<file path="src/include/vcps_defs.vh">
// constants of the voice channel play and skip execution unit
`ifndef VCPS_DEFS_VH
`define VCPS_DEFS_VH

// channel_select register location in the core data space
`define VCPS_CHSEL_ADDR 8'h12

// operation codes presented on op_code_in
`define VCPS_OP_NONE 4'h0
`define VCPS_OP_SKIP_IF_CHANNEL_IDLE 4'h1
`define VCPS_OP_SKIP_IF_CHANNEL_ACTIVE 4'h2
`define VCPS_OP_SKIP_IF_ALL_IDLE 4'h3
`define VCPS_OP_SKIP_IF_HEAD_IDLE 4'h4
`define VCPS_OP_SKIP_IF_HEAD_ACTIVE 4'h5
`define VCPS_OP_STOP 4'h6
`define VCPS_OP_START_HEAD_IMMEDIATE 4'h7
`define VCPS_OP_LOAD_TAIL_IMMEDIATE 4'h8
`define VCPS_OP_LOAD_TAIL_FROM_REGISTER 4'h9

// pointer layout: two operand words of 11 bits, high word first
`define VCPS_PTR_W 22
`define VCPS_HALF_W 11
`define VCPS_PTR_MAX 22'h3fffff

// word counts and cycle counts
`define VCPS_IMM_WORDS 3
`define VCPS_IMM_CYCLES 4
`define VCPS_SKIP_BASE_CYCLES 1

// reset values
`define VCPS_PTR_RESET 22'h000000
`define VCPS_MID_LEVEL 12'h800

`endif

</file>
<file path="src/hdl/vcps_exec.v">
// execution unit for voice channel play, stop and skip operations
`timescale 1ns/10ps
`default_nettype none
`include "vcps_defs.vh"

// Notes on behaviour
// - every channel operation acts on the channel_select register value
// - channel-idle skip discards next instruction when head and tail idle
// - channel-active skip discards next instruction if head or tail plays
// - all-idle skip discards next instruction only when no channel plays
// - head-idle skip discards next instruction when head wave is idle
// - head-active skip discards next instruction when head wave plays
// - skips take one cycle, or two to four when a skip occurs
// - stop halts selected channel playback in one cycle, data to midpoint
// - immediate play loads 22-bit head pointer and starts head playback
// - immediate play is three words long and takes four cycles
// - immediate tail load: 22-bit tail pointer, three words, four cycles
// - both tail loads stop the channel before storing the tail pointer

module vcps_exec
#(
  parameter CHANNELS = 8,
  parameter CH_W = 3
)
(
  input wire mclk_in, // core system clock, 20 MHz
  input wire reset_n_in, // asynchronous reset, active low
  input wire op_valid_in, // one-cycle strobe: op_code_in is a new operation
  input wire [3:0] op_code_in, // decoded operation
  input wire [CH_W-1:0] channel_select_in, // channel_select register value
  input wire [`VCPS_HALF_W-1:0] operand_in, // operand word, cycles 1 and 2
  input wire [`VCPS_PTR_W-1:0] reg_ptr_in, // pointer register value
  input wire [1:0] next_words_in, // length of the following instruction
  input wire [CHANNELS-1:0] head_active_in, // synth head wave playing
  input wire [CHANNELS-1:0] tail_active_in, // synth tail wave playing
  output wire busy_out, // operation in progress, core stalls
  output reg skip_out, // pulse: next instruction discarded
  output reg discard_out, // level: core squashes this word
  output reg stop_out, // pulse: stop selected channel
  output reg start_head_out, // pulse: start head wave playback
  output reg head_ptr_we_out, // pulse: write head pointer
  output reg tail_ptr_we_out, // pulse: write tail pointer
  output reg [CH_W-1:0] target_chan_out, // channel for stop, start, writes
  output reg [`VCPS_PTR_W-1:0] ptr_data_out, // pointer write data
  output reg [11:0] chan_data_out // data level forced on stop
);

  // ------------------------------------------------------------
  // states
  // ------------------------------------------------------------
  localparam [5:0] ST_IDLE = 6'h01;
  localparam [5:0] ST_IMM1 = 6'h02;
  localparam [5:0] ST_IMM2 = 6'h04;
  localparam [5:0] ST_COMMIT = 6'h08;
  localparam [5:0] ST_DISCARD = 6'h10;
  localparam [5:0] ST_TAIL_REG = 6'h20;

  reg [5:0] state;
  reg [5:0] next_state;
  reg [1:0] discard_left;
  reg [1:0] next_discard_left;
  reg is_tail;
  reg [`VCPS_HALF_W-1:0] hi_word;
  reg [CH_W-1:0] chan_hold;
  reg [`VCPS_PTR_W-1:0] reg_hold;

  wire chan_active;
  wire head_active;
  wire any_active;
  reg skip_now;

  // ------------------------------------------------------------
  // play state of the selected channel
  // ------------------------------------------------------------
  vcps_chan_status #(
    .CHANNELS(CHANNELS),
    .CH_W(CH_W)
  ) u_status (
    .head_active_in(head_active_in),
    .tail_active_in(tail_active_in),
    .channel_in(channel_select_in),
    .chan_active_out(chan_active),
    .head_active_out(head_active),
    .any_active_out(any_active)
  );

  // ------------------------------------------------------------
  // skip condition
  // ------------------------------------------------------------
  always @*
  begin
    case (op_code_in)
      `VCPS_OP_SKIP_IF_CHANNEL_IDLE: skip_now = ~chan_active;
      `VCPS_OP_SKIP_IF_CHANNEL_ACTIVE: skip_now = chan_active;
      `VCPS_OP_SKIP_IF_ALL_IDLE: skip_now = ~any_active;
      `VCPS_OP_SKIP_IF_HEAD_IDLE: skip_now = ~head_active;
      `VCPS_OP_SKIP_IF_HEAD_ACTIVE: skip_now = head_active;
      default: skip_now = 1'b0;
    endcase
  end

  wire take_op;
  assign take_op = op_valid_in & state[0];

  // stall the core after the first cycle of any multi-cycle operation
  assign busy_out = ~state[0];

  // ------------------------------------------------------------
  // sequencing
  // ------------------------------------------------------------
  always @*
  begin
    next_state = state;
    next_discard_left = discard_left;
    case (state)
      ST_IDLE:
      begin
        if (take_op)
        begin
          if (skip_now)
          begin
            // a zero length means a one-word instruction
            next_state = ST_DISCARD;
            next_discard_left = (next_words_in == 2'd0) ?
              2'd1 : next_words_in;
          end
          else if (op_code_in == `VCPS_OP_START_HEAD_IMMEDIATE ||
                   op_code_in == `VCPS_OP_LOAD_TAIL_IMMEDIATE)
          begin
            next_state = ST_IMM1;
          end
          else if (op_code_in == `VCPS_OP_LOAD_TAIL_FROM_REGISTER)
          begin
            next_state = ST_TAIL_REG;
          end
        end
      end
      ST_IMM1: next_state = ST_IMM2;
      ST_IMM2: next_state = ST_COMMIT;
      ST_COMMIT: next_state = ST_IDLE;
      ST_TAIL_REG: next_state = ST_IDLE;
      ST_DISCARD:
      begin
        // every word of the discarded instruction is squashed
        next_discard_left = discard_left - 2'd1;
        if (discard_left == 2'd1)
        begin
          next_state = ST_IDLE;
        end
      end
      default:
      begin
        next_state = ST_IDLE;
        next_discard_left = 2'd0;
      end
    endcase
  end

  always @(posedge mclk_in or negedge reset_n_in)
  begin
    if (!reset_n_in)
    begin
      state <= ST_IDLE;
      discard_left <= 2'd0;
    end
    else
    begin
      state <= next_state;
      discard_left <= next_discard_left;
    end
  end

  // ------------------------------------------------------------
  // operand capture and synthesizer commands
  // ------------------------------------------------------------
  always @(posedge mclk_in or negedge reset_n_in)
  begin
    if (!reset_n_in)
    begin
      is_tail <= 1'b0;
      hi_word <= {`VCPS_HALF_W{1'b0}};
      chan_hold <= {CH_W{1'b0}};
      reg_hold <= `VCPS_PTR_RESET;
      skip_out <= 1'b0;
      discard_out <= 1'b0;
      stop_out <= 1'b0;
      start_head_out <= 1'b0;
      head_ptr_we_out <= 1'b0;
      tail_ptr_we_out <= 1'b0;
      target_chan_out <= {CH_W{1'b0}};
      ptr_data_out <= `VCPS_PTR_RESET;
      chan_data_out <= `VCPS_MID_LEVEL;
    end
    else
    begin
      skip_out <= take_op & skip_now;
      discard_out <= next_state[4];
      stop_out <= 1'b0;
      start_head_out <= 1'b0;
      head_ptr_we_out <= 1'b0;
      tail_ptr_we_out <= 1'b0;
      if (take_op)
      begin
        // channel latched at issue; later changes do not retarget
        chan_hold <= channel_select_in;
        reg_hold <= reg_ptr_in;
        is_tail <= (op_code_in == `VCPS_OP_LOAD_TAIL_IMMEDIATE);
        if (op_code_in == `VCPS_OP_STOP ||
            op_code_in == `VCPS_OP_LOAD_TAIL_IMMEDIATE ||
            op_code_in == `VCPS_OP_LOAD_TAIL_FROM_REGISTER)
        begin
          // tail loads stop the voice ahead of the pointer write
          stop_out <= 1'b1;
          target_chan_out <= channel_select_in;
          chan_data_out <= `VCPS_MID_LEVEL;
        end
      end
      if (state[1])
      begin
        hi_word <= operand_in;
      end
      if (state[2])
      begin
        // operand assembled now, written out at the end of commit
        ptr_data_out <= {hi_word, operand_in};
        target_chan_out <= chan_hold;
      end
      if (state[3])
      begin
        head_ptr_we_out <= ~is_tail;
        start_head_out <= ~is_tail;
        tail_ptr_we_out <= is_tail;
      end
      if (state[5])
      begin
        ptr_data_out <= reg_hold;
        target_chan_out <= chan_hold;
        tail_ptr_we_out <= 1'b1;
      end
    end
  end

endmodule // vcps_exec

`default_nettype wire

</file>
<file path="src/hdl/vcps_chan_status.v">
// play state tests for the selected channel
`timescale 1ns/10ps
`default_nettype none

module vcps_chan_status
#(
  parameter CHANNELS = 8,
  parameter CH_W = 3
)
(
  input wire [CHANNELS-1:0] head_active_in, // head wave playing, per channel
  input wire [CHANNELS-1:0] tail_active_in, // tail wave playing, per channel
  input wire [CH_W-1:0] channel_in, // selected channel
  output wire chan_active_out, // head or tail playing
  output wire head_active_out, // head playing
  output wire any_active_out // some channel playing
);

  // ------------------------------------------------------------
  // channel select decode
  // ------------------------------------------------------------
  function [CHANNELS-1:0] vcps_onehot;
    input [CH_W-1:0] ch;
    begin
      vcps_onehot = {{(CHANNELS-1){1'b0}}, 1'b1} << ch;
    end
  endfunction

  wire [CHANNELS-1:0] sel;
  assign sel = vcps_onehot(channel_in);

  // out-of-range channel numbers select nothing and read idle
  assign head_active_out = |(sel & head_active_in);
  assign chan_active_out = |(sel & (head_active_in | tail_active_in));
  assign any_active_out = |(head_active_in | tail_active_in);

endmodule // vcps_chan_status

`default_nettype wire

</file>
<file path="config.mk">
export PLATFORM = sky130hd
export DESIGN_NAME = vcps_exec
export DESIGN_NICKNAME = d
export VERILOG_FILES = /design/src/hdl/vcps_exec.v /design/src/hdl/vcps_chan_status.v
export VERILOG_INCLUDE_DIRS = /design/src /design/src/include
export SDC_FILE = /design/constraint.sdc
export NUM_CORES = 1
export LEC_CHECK = 0
export CAP_MARGIN = 20
export CORE_MARGIN = 2
export CORE_UTILIZATION = 55
export CTS_BUF_LIST = sky130_fd_sc_hd__clkbuf_8
export DETAILED_ROUTE_END_ITERATION = 16
export DONT_BUFFER_PORTS = 1
export MAX_ROUTING_LAYER = met4
export PLACE_DENSITY = 0.73
export SETUP_SLACK_MARGIN = 0.05
export SYNTH_ARGS = -nofsm -noshare
export SYNTH_HDL_FRONTEND = slang
export SYNTH_SLANG_ARGS = --single-unit
</file>
<file path="constraint.sdc">
create_clock -name mclk_in -period 2.2 [get_ports mclk_in]
set_input_delay 0.22 -clock mclk_in [delete_from_list [all_inputs] [get_ports mclk_in]]
set_output_delay 0.22 -clock mclk_in [all_outputs]
set_load 0.1 [all_outputs]
</file>
==> flow_metrics.py, run 1 <==
metrics = {
    "global_route": {
        "grt_pass1_vias": 2476,
        "use_met3_pct": 6.52,
        "grt_usage_pct": 22.5,
        "use_met1_pct": 30.3,
        "use_met2_pct": 33.9,
        "busiest_layer": "met2",
        "grt_first_pass_wirelength_um": 12300,
        "antenna_found_initial": 1,
        "grt_remaining_overflow": 0,
        "grt_max_degree": 75,
    },
    "worst_setup_path": {
        "cp_max_fo": 7,
        "cpPeakStageDelay_ns": 0.46,
        "path_cells": "nor4_1 -> nand3_1 -> or3_1 -> o21ai_0 -> a221o_1",
        "startpoint_type": "flip-flop",
        "endpoint_kind": "flip-flop",
        "crit_type": "reg -> reg",
        "critPathRequiredTime_ns": 2.48,
        "crit_slowest_cell": "dfrtp_1",
        "arrival_ns": 2.19,
    },
    "placed_design": {
        "pre_cts_ws_ns": 0.147,
        "globalplace.congestion": 0.843,
        "dp.cells": 414,
        "portBuffers": 0,
        "hpwl_um": 5180,
    },
    "sta": {
        "finalMaxSlewViolations": 0,
        "hold_violations": 0,
        "period_needed_ns": 1.91,
        "setup_tns_ns": 0,
        "setup_viol": 0,
        "tightest_slew_ns": 0.871,
        "rsz0062_at_grt": "no",
        "clock_skew_ns": 0.00499,
        "clock.fmax_ghz": 0.522,
        "period_share_pct": 87.0,
        "worst_slack_ns": 0.286,
        "max_slew_margin_pct": 42.0,
    },
    "logic_synthesis": {
        "synth_top_cell_by_area": "dfrtp_1",
        "synth-main-ff-cell": "dfrtp_1",
        "synthesis.area_um2": 3600,
        "yosysUniqueCellTypes": 43,
        "yosys_warnings": 0,
        "syn_inst": 320,
        "async_flop_share_pct": 100,
        "yosys-top-cells-area": "dfrtp_1 (51%), mux2_2 (11%), mux2i_1 (8.3%)",
        "avgSynthCellArea_um2": 11.2,
        "ys_ff_latch": 74,
        "synth_top_area_share_pct": 50.8,
        "synth-edff-count": 0,
        "yosysSeqAreaShare_pct": 51.5,
    },
    "outcome": {
        "status": "complete, no violations",
    },
    "layout": {
        "final_util_pct": 64.8,
        "area_growth_pct": 14.4,
        "layout.cells.non_filler": 435,
        "nets": 414,
        "drive_gt1_share_pct": 28.3,
    },
    "routing": {
        "drc": 0,
        "routedWlPerCell_um": 17.3,
        "first_iter_violations": 111,
        "wirelength_um": 7520,
        "viasPerCell": 5.69,
        "vias": 2476,
        "first_pass_iters": 6,
        "postRouteAntennaNets": 0,
    },
    "clock_tree": {
        "cts_hold_buf": 3,
        "cts.root.buffer_cell": "clkbuf_8",
        "cts-resized-gates": 0,
        "clkSinkCount": 74,
        "cts_buffers": 9,
        "cts_tree": "yes",
        "htreeDepth": 3,
        "postCtsSetupBuffers": 0,
        "clk_latency_ns": 0.34,
        "cts_buffer_depth": 2,
        "clk_pin_slew_ns": 0.08,
    },
    "floorplan": {
        "num_rows": 29,
        "die-width_um": 84.9,
        "coreArea_um2": 6350,
        "die_height_um": 84.9,
        "start_util_pct": 56.7,
        "die-area_um2": 7200,
        "io_pins": 105,
    },
    "pwr": {
        "leakage_nw": 1.82,
        "peakVddDrop_mv": 1.04,
        "cellPowerDensity_nw_per_um2": 1440,
        "total_power_mw": 5.92,
    },
    "flow_run": {
        "maxCapViolCount": 0,
    },
    "min_path": {
        "min_path_type": "in -> reg",
    },
}
## kinds of logic (layout without fill, tap and decap cells)
group	Yosys count	in the layout	share of synthesized area (%)
AO/OA/AOI/OAI	45	45	7.30
XOR/XNOR	1	1	0.244
adder cells (fa/ha/maj)	1	1	0.348
buffers and inverters	37	64	5.63
flip-flops	74	74	51.5
multiplexers	67	67	20.0
other	2	13	0.209
AND/OR/NAND/NOR	93	93	14.7
## sequential cells by signal (all words and copies together) (netlist names)
signal	cells
chan_hold	3
discard_left	2
head_ptr_we_out	1
hi_word	11
is_tail	1
ptr_data_out	22
reg_hold	22
skip_out	1
state	6
stop_out	1
tail_ptr_we_out	1
target_chan_out	3
## worst max-delay path: cells and delay by family, from the launching register on
family / cells / cell delay [ns]
and+or+nand+nor: 3 / 0.98
AOI/OAI and AO/OA: 2 / 0.42
DFF: 1 / 0.46
## per-stage QoR
| stage | hold slack, ns | instance area, µm² |
|---|---|---|
| floorplan | -0.0756 | 3630 |
| global placement | -0.0744 | 3840 |
| detailed placement | -0.0745 | 3840 |
| CTS | 0.00884 | 4100 |
| global route | 0.00137 | 4120 |
| finish | 0.0221 | 4120 |
## routing by layer
metal | wire, µm | vias up | part of all wire [%]
met3 | 485 | 4 | 6.4
met1 | 3440 | 1211 | 46
li1 | - | 1171 | -
met2 | 3560 | 90 | 47
met4 | 46 | 0 | 0.61
met5 | 0 | - | 0
## path summary, 6_finish.rpt
path,from,end,slack (ns),cells past startpoint
worst min-delay path,reg_ptr_in[1],reg_hold[1],0.02,1
worst max-delay path,state[3],discard_left[0],0.29,5
min in group asynchronous,reset_n_in,reg_hold[6],0.45,2
worst min register to register,is_tail,head_ptr_we_out,0.46,1
worst max register to register,state[3],discard_left[0],0.29,5
max in group asynchronous,reset_n_in,state[0],1.44,2
## cells in the mapped netlist, drive strengths merged, types with 2 or more instances
library cell,n
a21oi,6
or2,5
inv,8
nor4bb,3
nand4,2
nand2b,4
o21ai,28
dfrtp,73
or3,3
nor2,12
nor2b,5
nand3,6
nand3b,2
nor4b,5
mux2,37
nand2,32
buf,15
nand4b,2
o211ai,2
nor3b,2
clkbuf,14
nor4,9
conb,2
mux2i,30
## layout by cell type (no fill, tap or decap), drive strengths merged, types with 2 or more instances in the layout
cell type and count:
a21oi 6, buf 37, clkbuf 11, clkinv 3, conb 12, dfrtp 73, dlygate4sd3 3, inv 9
mux2 37, mux2i 30, nand2 32, nand2b 4, nand3 6, nand3b 2, nand4 2, nand4b 2
nor2 12, nor2b 5, nor3b 2, nor4 9, nor4b 5, nor4bb 3, o211ai 2, o21ai 28
or2 5, or3 3
## power by group
group | internal (mW) | leakage, nW | switching (mW)
Sequential | 1.76 | 0.902 | 0.178
Clock | 0.592 | 0.110 | 0.517
Combinational | 0.628 | 0.805 | 2.25
Total | 2.98 | 1.82 | 2.94
## layout make-up
class / count / area, µm²
flip-flops and latches: 74 / 1850
inverters: 8 / 30.0
clock buffers: 11 / 151
fillers: 520 / 2230
multi-input cells: 219 / 1580
diodes: 1 / 2.50
repair buffers: 40 / 340
well taps: 77 / 96.3
clock inverters: 5 / 61.3
Note: power is estimated with default switching activity, not from simulation.
==> inputs of run 2 (changes only) <==
--- a/config.mk
+++ b/config.mk
@@ -6,15 +6,17 @@
 export SDC_FILE = /design/constraint.sdc
 export NUM_CORES = 1
 export LEC_CHECK = 0
+export ABC_CLOCK_PERIOD_IN_PS = 2200
 export CAP_MARGIN = 20
 export CORE_MARGIN = 2
-export CORE_UTILIZATION = 55
+export CORE_UTILIZATION = 40
 export CTS_BUF_LIST = sky130_fd_sc_hd__clkbuf_8
 export DETAILED_ROUTE_END_ITERATION = 16
 export DONT_BUFFER_PORTS = 1
 export MAX_ROUTING_LAYER = met4
-export PLACE_DENSITY = 0.73
+export PLACE_DENSITY = 0.57
 export SETUP_SLACK_MARGIN = 0.05
+export SLEW_MARGIN = 20
 export SYNTH_ARGS = -nofsm -noshare
 export SYNTH_HDL_FRONTEND = slang
 export SYNTH_SLANG_ARGS = --single-unit
==> flow_metrics.py, run 2 (synthesis results as in run 1) <==
metrics = {
    "layout": {
        "area_growth_pct": 16.5,
        "multi_input_area_um2": 1580,
        "final_common_cell": "dfrtp_1",
        "ff_latch_area_um2": 1850,
        "num_antenna_cells": 0,
        "drive_gt1_share_pct": 28.3,
        "nets": 417,
        "layout.cells.non_filler": 468,
        "n_fill_cell": 803,
        "top_regs": "ptr_data_out (22), reg_hold (22), hi_word (11)",
        "layout_common_cells": "dfrtp_1 (72), buf_4 (37), mux2_2 (36)",
    },
    "clock_tree": {
        "postCtsSetupBuffers": 0,
        "cts-resized-gates": 0,
        "clkSinkCount": 74,
        "htreeDepth": 3,
        "cts_buffer_depth": 2,
        "cts_tree": "yes",
        "clk_latency_ns": 0.34,
        "cts.root.buffer_cell": "clkbuf_8",
        "clk_pin_slew_ns": 0.08,
        "cts_buffers": 9,
    },
    "worst_setup_path": {
        "startpoint_type": "flip-flop",
        "arrival_ns": 2.14,
        "crit_type": "reg -> reg",
        "timing.rr.start": "state[5]",
        "critPathRequiredTime_ns": 2.42,
        "crit_buf_inv": 2,
        "endpoint_kind": "flip-flop",
        "path_cells": "buf_4 -> inv_1 -> o211ai_1 -> o21ai_0 -> o211ai_1 -> o21ai_0 -> a221o_1",
        "cpPeakStageDelay_ns": 0.39,
        "crit_start": "state[5]",
        "crit_slowest_cell": "buf_4",
        "cpLargestDelayFamily": "compound AO/OA/AOI/OAI gates",
        "cp_max_fo": 47,
    },
    "routing": {
        "first_pass_iters": 4,
        "postRouteAntennaNets": 0,
        "vias": 2435,
        "wirelength_um": 7450,
        "viasPerCell": 5.20,
        "drc": 0,
        "first_iter_violations": 94,
        "routedWlPerCell_um": 15.9,
    },
    "floorplan": {
        "die-area_um2": 9770,
        "io_pins": 105,
        "coreArea_um2": 8720,
        "start_util_pct": 41.2,
        "die_height_um": 98.8,
        "num_rows": 34,
        "die-width_um": 98.8,
    },
    "pwr": {
        "p_comb_share_pct": 47.7,
        "leakage_nw": 1.83,
        "switching_power_mw": 2.88,
        "p_int_mw": 3.11,
        "switching_share_pct": 48.1,
        "p_seq_share_pct": 31.9,
        "peakVddDrop_mv": 0.676,
        "p_clk_share_pct": 20.4,
        "cellPowerDensity_nw_per_um2": 1430,
    },
    "global_route": {
        "grt_pass1_vias": 2457,
        "grt_first_pass_wirelength_um": 12200,
        "antenna_found_initial": 0,
        "use_met1_pct": 20.4,
        "grt_max_degree": 75,
        "use_met2_pct": 25.5,
        "use_met3_pct": 5.18,
        "grt_remaining_overflow": 0,
        "busiest_layer": "met2",
        "grt_usage_pct": 16.3,
    },
    "sta": {
        "setup_tns_ns": 0,
        "max_slew_margin_pct": 63.9,
        "finalMaxSlewViolations": 0,
        "period_share_pct": 87.4,
        "clock_skew_ns": 0.0106,
        "clock.fmax_ghz": 0.520,
        "rsz0062_at_grt": "no",
        "period_needed_ns": 1.92,
        "hold_violations": 0,
        "setup_viol": 0,
        "tightest_slew_ns": 0.546,
    },
    "outcome": {
        "status": "complete, no violations",
    },
    "placed_design": {
        "portBuffers": 0,
        "globalplace.congestion": 0.839,
        "dp.cells": 446,
        "hpwl_um": 5090,
    },
    "flow_run": {
        "maxCapViolCount": 0,
    },
    "min_path": {
        "min_path_type": "in -> reg",
        "min-delay-start": "reg_ptr_in[13]",
    },
}
## run 2: changes by cell type in the layout (fill, tap and decap cells not counted)
cell           before  now
buf_12              1    0
inv_6               1    0
buf_4              35   37
clkbuf_8           11   12
diode_2             1    0
clkinv_4            2    0
clkinvlp_4          0    1
bufinv_16           1    2
dlygate4sd3_1       3    5
## run 2: worst paths after layout
path                              endpoint  depth (start not counted)  slack (ns)
setup / recovery           discard_left[0]                          7        0.28
hold / removal                reg_hold[13]                          1        0.03
setup reg to reg           discard_left[0]                          7        0.28
hold reg to reg            head_ptr_we_out                          1        0.46
max in group asynchronous         state[0]                          2        1.44
min in group asynchronous      reg_hold[5]                          2        0.44
## run 2: routing by layer
layer / vias up / routed length [µm]
met5: - / 0
met4: 0 / 74
met3: 6 / 423
met2: 58 / 3680
met1: 1198 / 3270
li1: 1173 / -
## run 2: worst reg2reg max path, stage by stage, from the launching register on
cell,delay [ns]
dfrtp_1,0.34
buf_4,0.39
inv_1,0.13
o211ai_1,0.10
o21ai_0,0.16
o211ai_1,0.18
o21ai_0,0.15
a221o_1,0.37
## run 2: per-stage QoR
stage,util (%),hold slack (ns),worst slack [ns],instance area [µm²],total power [mW]
detailed placement,44.4,-0.0746,0.0957,3880,4.79
floorplan,-,-0.0756,0.290,3630,4.25
finish,48.1,0.0285,0.277,4190,6.00
global route,48.1,0.000377,0.0815,4190,6.28
global placement,44.4,-0.0742,0.140,3880,4.74
CTS,47.7,0.00455,0.255,4160,6.07
## run 2: what timing repair did
action | in CTS | in global routing
hold endpoints to repair | 75 | 3
hold buffers | 3 | 3
endpoints found under the setup margin | 0 | 0
## run 2: area by class of cell
cell class	count	area share (%)
Sequential cell	74	44.2
Multi-Input combinational cell	219	37.7
Timing Repair Buffer	43	8.48
Clock buffer	12	3.94
Tap cell	108	3.22
Clock inverter	4	1.73
Inverter	8	0.716
## run 2: power groups by stage
stage / sequential [mW] / clock (mW) / combinational (mW)
final: 1.91 / 1.22 / 2.86
after global routing: 1.95 / 1.33 / 3.00
after CTS: 1.92 / 1.27 / 2.88
after detailed placement: 1.94 / 0 / 2.84
after global placement: 1.93 / 0 / 2.82
after floorplan: 3.60 / 0 / 0.650
==> inputs of run 3 (changes only) <==
--- a/config.mk
+++ b/config.mk
@@ -8,6 +8,7 @@
 export LEC_CHECK = 0
 export ABC_CLOCK_PERIOD_IN_PS = 2200
 export CAP_MARGIN = 20
+export CORE_ASPECT_RATIO = 1.2
 export CORE_MARGIN = 2
 export CORE_UTILIZATION = 40
 export CTS_BUF_LIST = sky130_fd_sc_hd__clkbuf_8
==> flow_metrics.py, run 3 (synthesis results as in run 1) <==
metrics = {
    "outcome": {
        "status": "complete, no violations",
    },
    "min_path": {
        "min_path_type": "in -> reg",
        "min-delay-start": "reg_ptr_in[14]",
    },
    "worst_setup_path": {
        "worstSetupEndpoint": "discard_left[0]",
        "reg2reg_depth": 5,
        "crit_start": "state[3]",
        "endpoint_kind": "flip-flop",
        "crit_type": "reg -> reg",
        "startpoint_type": "flip-flop",
        "reg2reg_to": "discard_left[0]",
        "arrival_ns": 2.21,
        "rrSetupSlack_ns": 0.27,
        "cp_max_fo": 7,
        "timing.rr.start": "state[3]",
        "critPathRequiredTime_ns": 2.48,
    },
    "clock_tree": {
        "clk_pin_slew_ns": 0.08,
        "cts.root.buffer_cell": "clkbuf_8",
        "postCtsSetupBuffers": 0,
        "cts_tree": "yes",
        "clkSinkCount": 74,
        "htreeDepth": 3,
        "cts_buffer_depth": 2,
        "clk_latency_ns": 0.34,
        "cts_buffers": 9,
    },
    "routing": {
        "routedWlPerCell_um": 16.0,
        "postRouteAntennaNets": 0,
        "drc": 0,
        "wirelength_um": 7630,
        "vias": 2470,
        "first_iter_violations": 86,
        "viasPerCell": 5.18,
        "first_pass_iters": 4,
    },
    "sta": {
        "worst_slack_ns": 0.271,
        "max_slew_margin_pct": 64.0,
        "clock_skew_ns": 0.00911,
        "rsz0062_at_grt": "no",
        "setup_tns_ns": 0,
        "period_needed_ns": 1.93,
        "setup_viol": 0,
        "period_share_pct": 87.7,
        "clock.fmax_ghz": 0.519,
        "hold_violations": 0,
        "finalMaxSlewViolations": 0,
        "tightest_slew_ns": 0.545,
    },
    "pwr": {
        "leakage_nw": 1.82,
        "peakVddDrop_mv": 0.420,
        "cellPowerDensity_nw_per_um2": 1400,
        "total_power_mw": 5.86,
    },
    "layout": {
        "final_util_pct": 48.3,
        "layout.cells.non_filler": 477,
        "drive_gt1_share_pct": 28.1,
        "num_antenna_cells": 0,
        "area_growth_pct": 16.3,
        "final_common_cell": "dfrtp_1",
        "layout_common_cells": "dfrtp_1 (72), mux2_2 (36), buf_4 (35)",
        "top_regs": "ptr_data_out (22), reg_hold (22), hi_word (11)",
        "nets": 417,
    },
    "floorplan": {
        "die-width_um": 90.6,
        "die-area_um2": 9770,
        "start_util_pct": 41.6,
        "coreArea_um2": 8660,
        "num_rows": 37,
        "die_height_um": 108,
        "io_pins": 105,
    },
    "flow_run": {
        "maxCapViolCount": 0,
    },
    "placed_design": {
        "dp.cells": 454,
        "globalplace.congestion": 0.751,
        "portBuffers": 0,
        "hpwl_um": 5290,
        "pre_cts_ws_ns": 0.180,
    },
    "global_route": {
        "grt_max_degree": 75,
        "use_met1_pct": 21.0,
        "busiest_layer": "met2",
        "antenna_found_initial": 0,
        "use_met2_pct": 25.7,
        "grt_first_pass_wirelength_um": 12300,
        "grt_remaining_overflow": 0,
        "grt_usage_pct": 16.7,
        "use_met3_pct": 5.53,
        "grt_pass1_vias": 2418,
    },
}
## run 3: changes by cell type in the layout (fill, tap and decap cells not counted), sizes merged
cell	change
clkbuf	-1
bufinv	-1
dlygate4sd3	+1
clkinv	+2
buf	-1
## run 3: through the flow
stage	instance area (µm²)	hold WS (ns)
2_1_floorplan	3630	-0.0756
3_3_place_gp	3890	-0.0736
3_5_place_dp	3890	-0.0734
4_1_cts	4150	0.000777
5_1_grt	4180	0.0000498
6_report	4180	0.0246
## run 3: worst min-delay path by stage
stage                            end  cells after the start  slack (ns)
floorplan               chan_hold[0]                      0       -0.08
global placement     ptr_data_out[8]                      0       -0.07
detailed placement  ptr_data_out[10]                      0       -0.07
CTS                     reg_hold[14]                      1      0.0008
global route              hi_word[0]                      1     0.00005
finish                  reg_hold[14]                      1        0.02
## run 3: per-layer routing
layer	wire, µm	up-vias
li1	-	1171
met5	0	-
met2	3630	87
met1	3380	1206
met3	529	6
met4	84	0
## run 3: critical path, cell delays in order, from the launching register on
cell	delay, ns
dfrtp_1	0.45
nor4_1	0.39
nand3_1	0.23
or3_1	0.38
o21ai_0	0.24
a221o_1	0.19
## run 3: power breakdown
part | internal [mW] | leakage, nW | switching (mW)
Combinational | 0.631 | 0.818 | 2.21
Clock | 0.580 | 0.105 | 0.491
Sequential | 1.76 | 0.902 | 0.184
Total | 2.97 | 1.82 | 2.89
## run 3: layout make-up
| cell class | count | area, µm² |
|---|---|---|
| sequential | 74 | 1850 |
| tap | 117 | 146 |
| inverter | 8 | 30.0 |
| clock buffer | 11 | 151 |
| multi-input combinational | 219 | 1580 |
| fill | 775 | 4470 |
| timing repair buffer | 43 | 370 |
| clock inverter | 5 | 52.6 |
## run 3: timing repair
item / 4_1_cts / 5_1_grt
endpoints found under the hold margin: 76 / 3
hold buffers: 4 / 3
gates resized for setup: 0 / 0
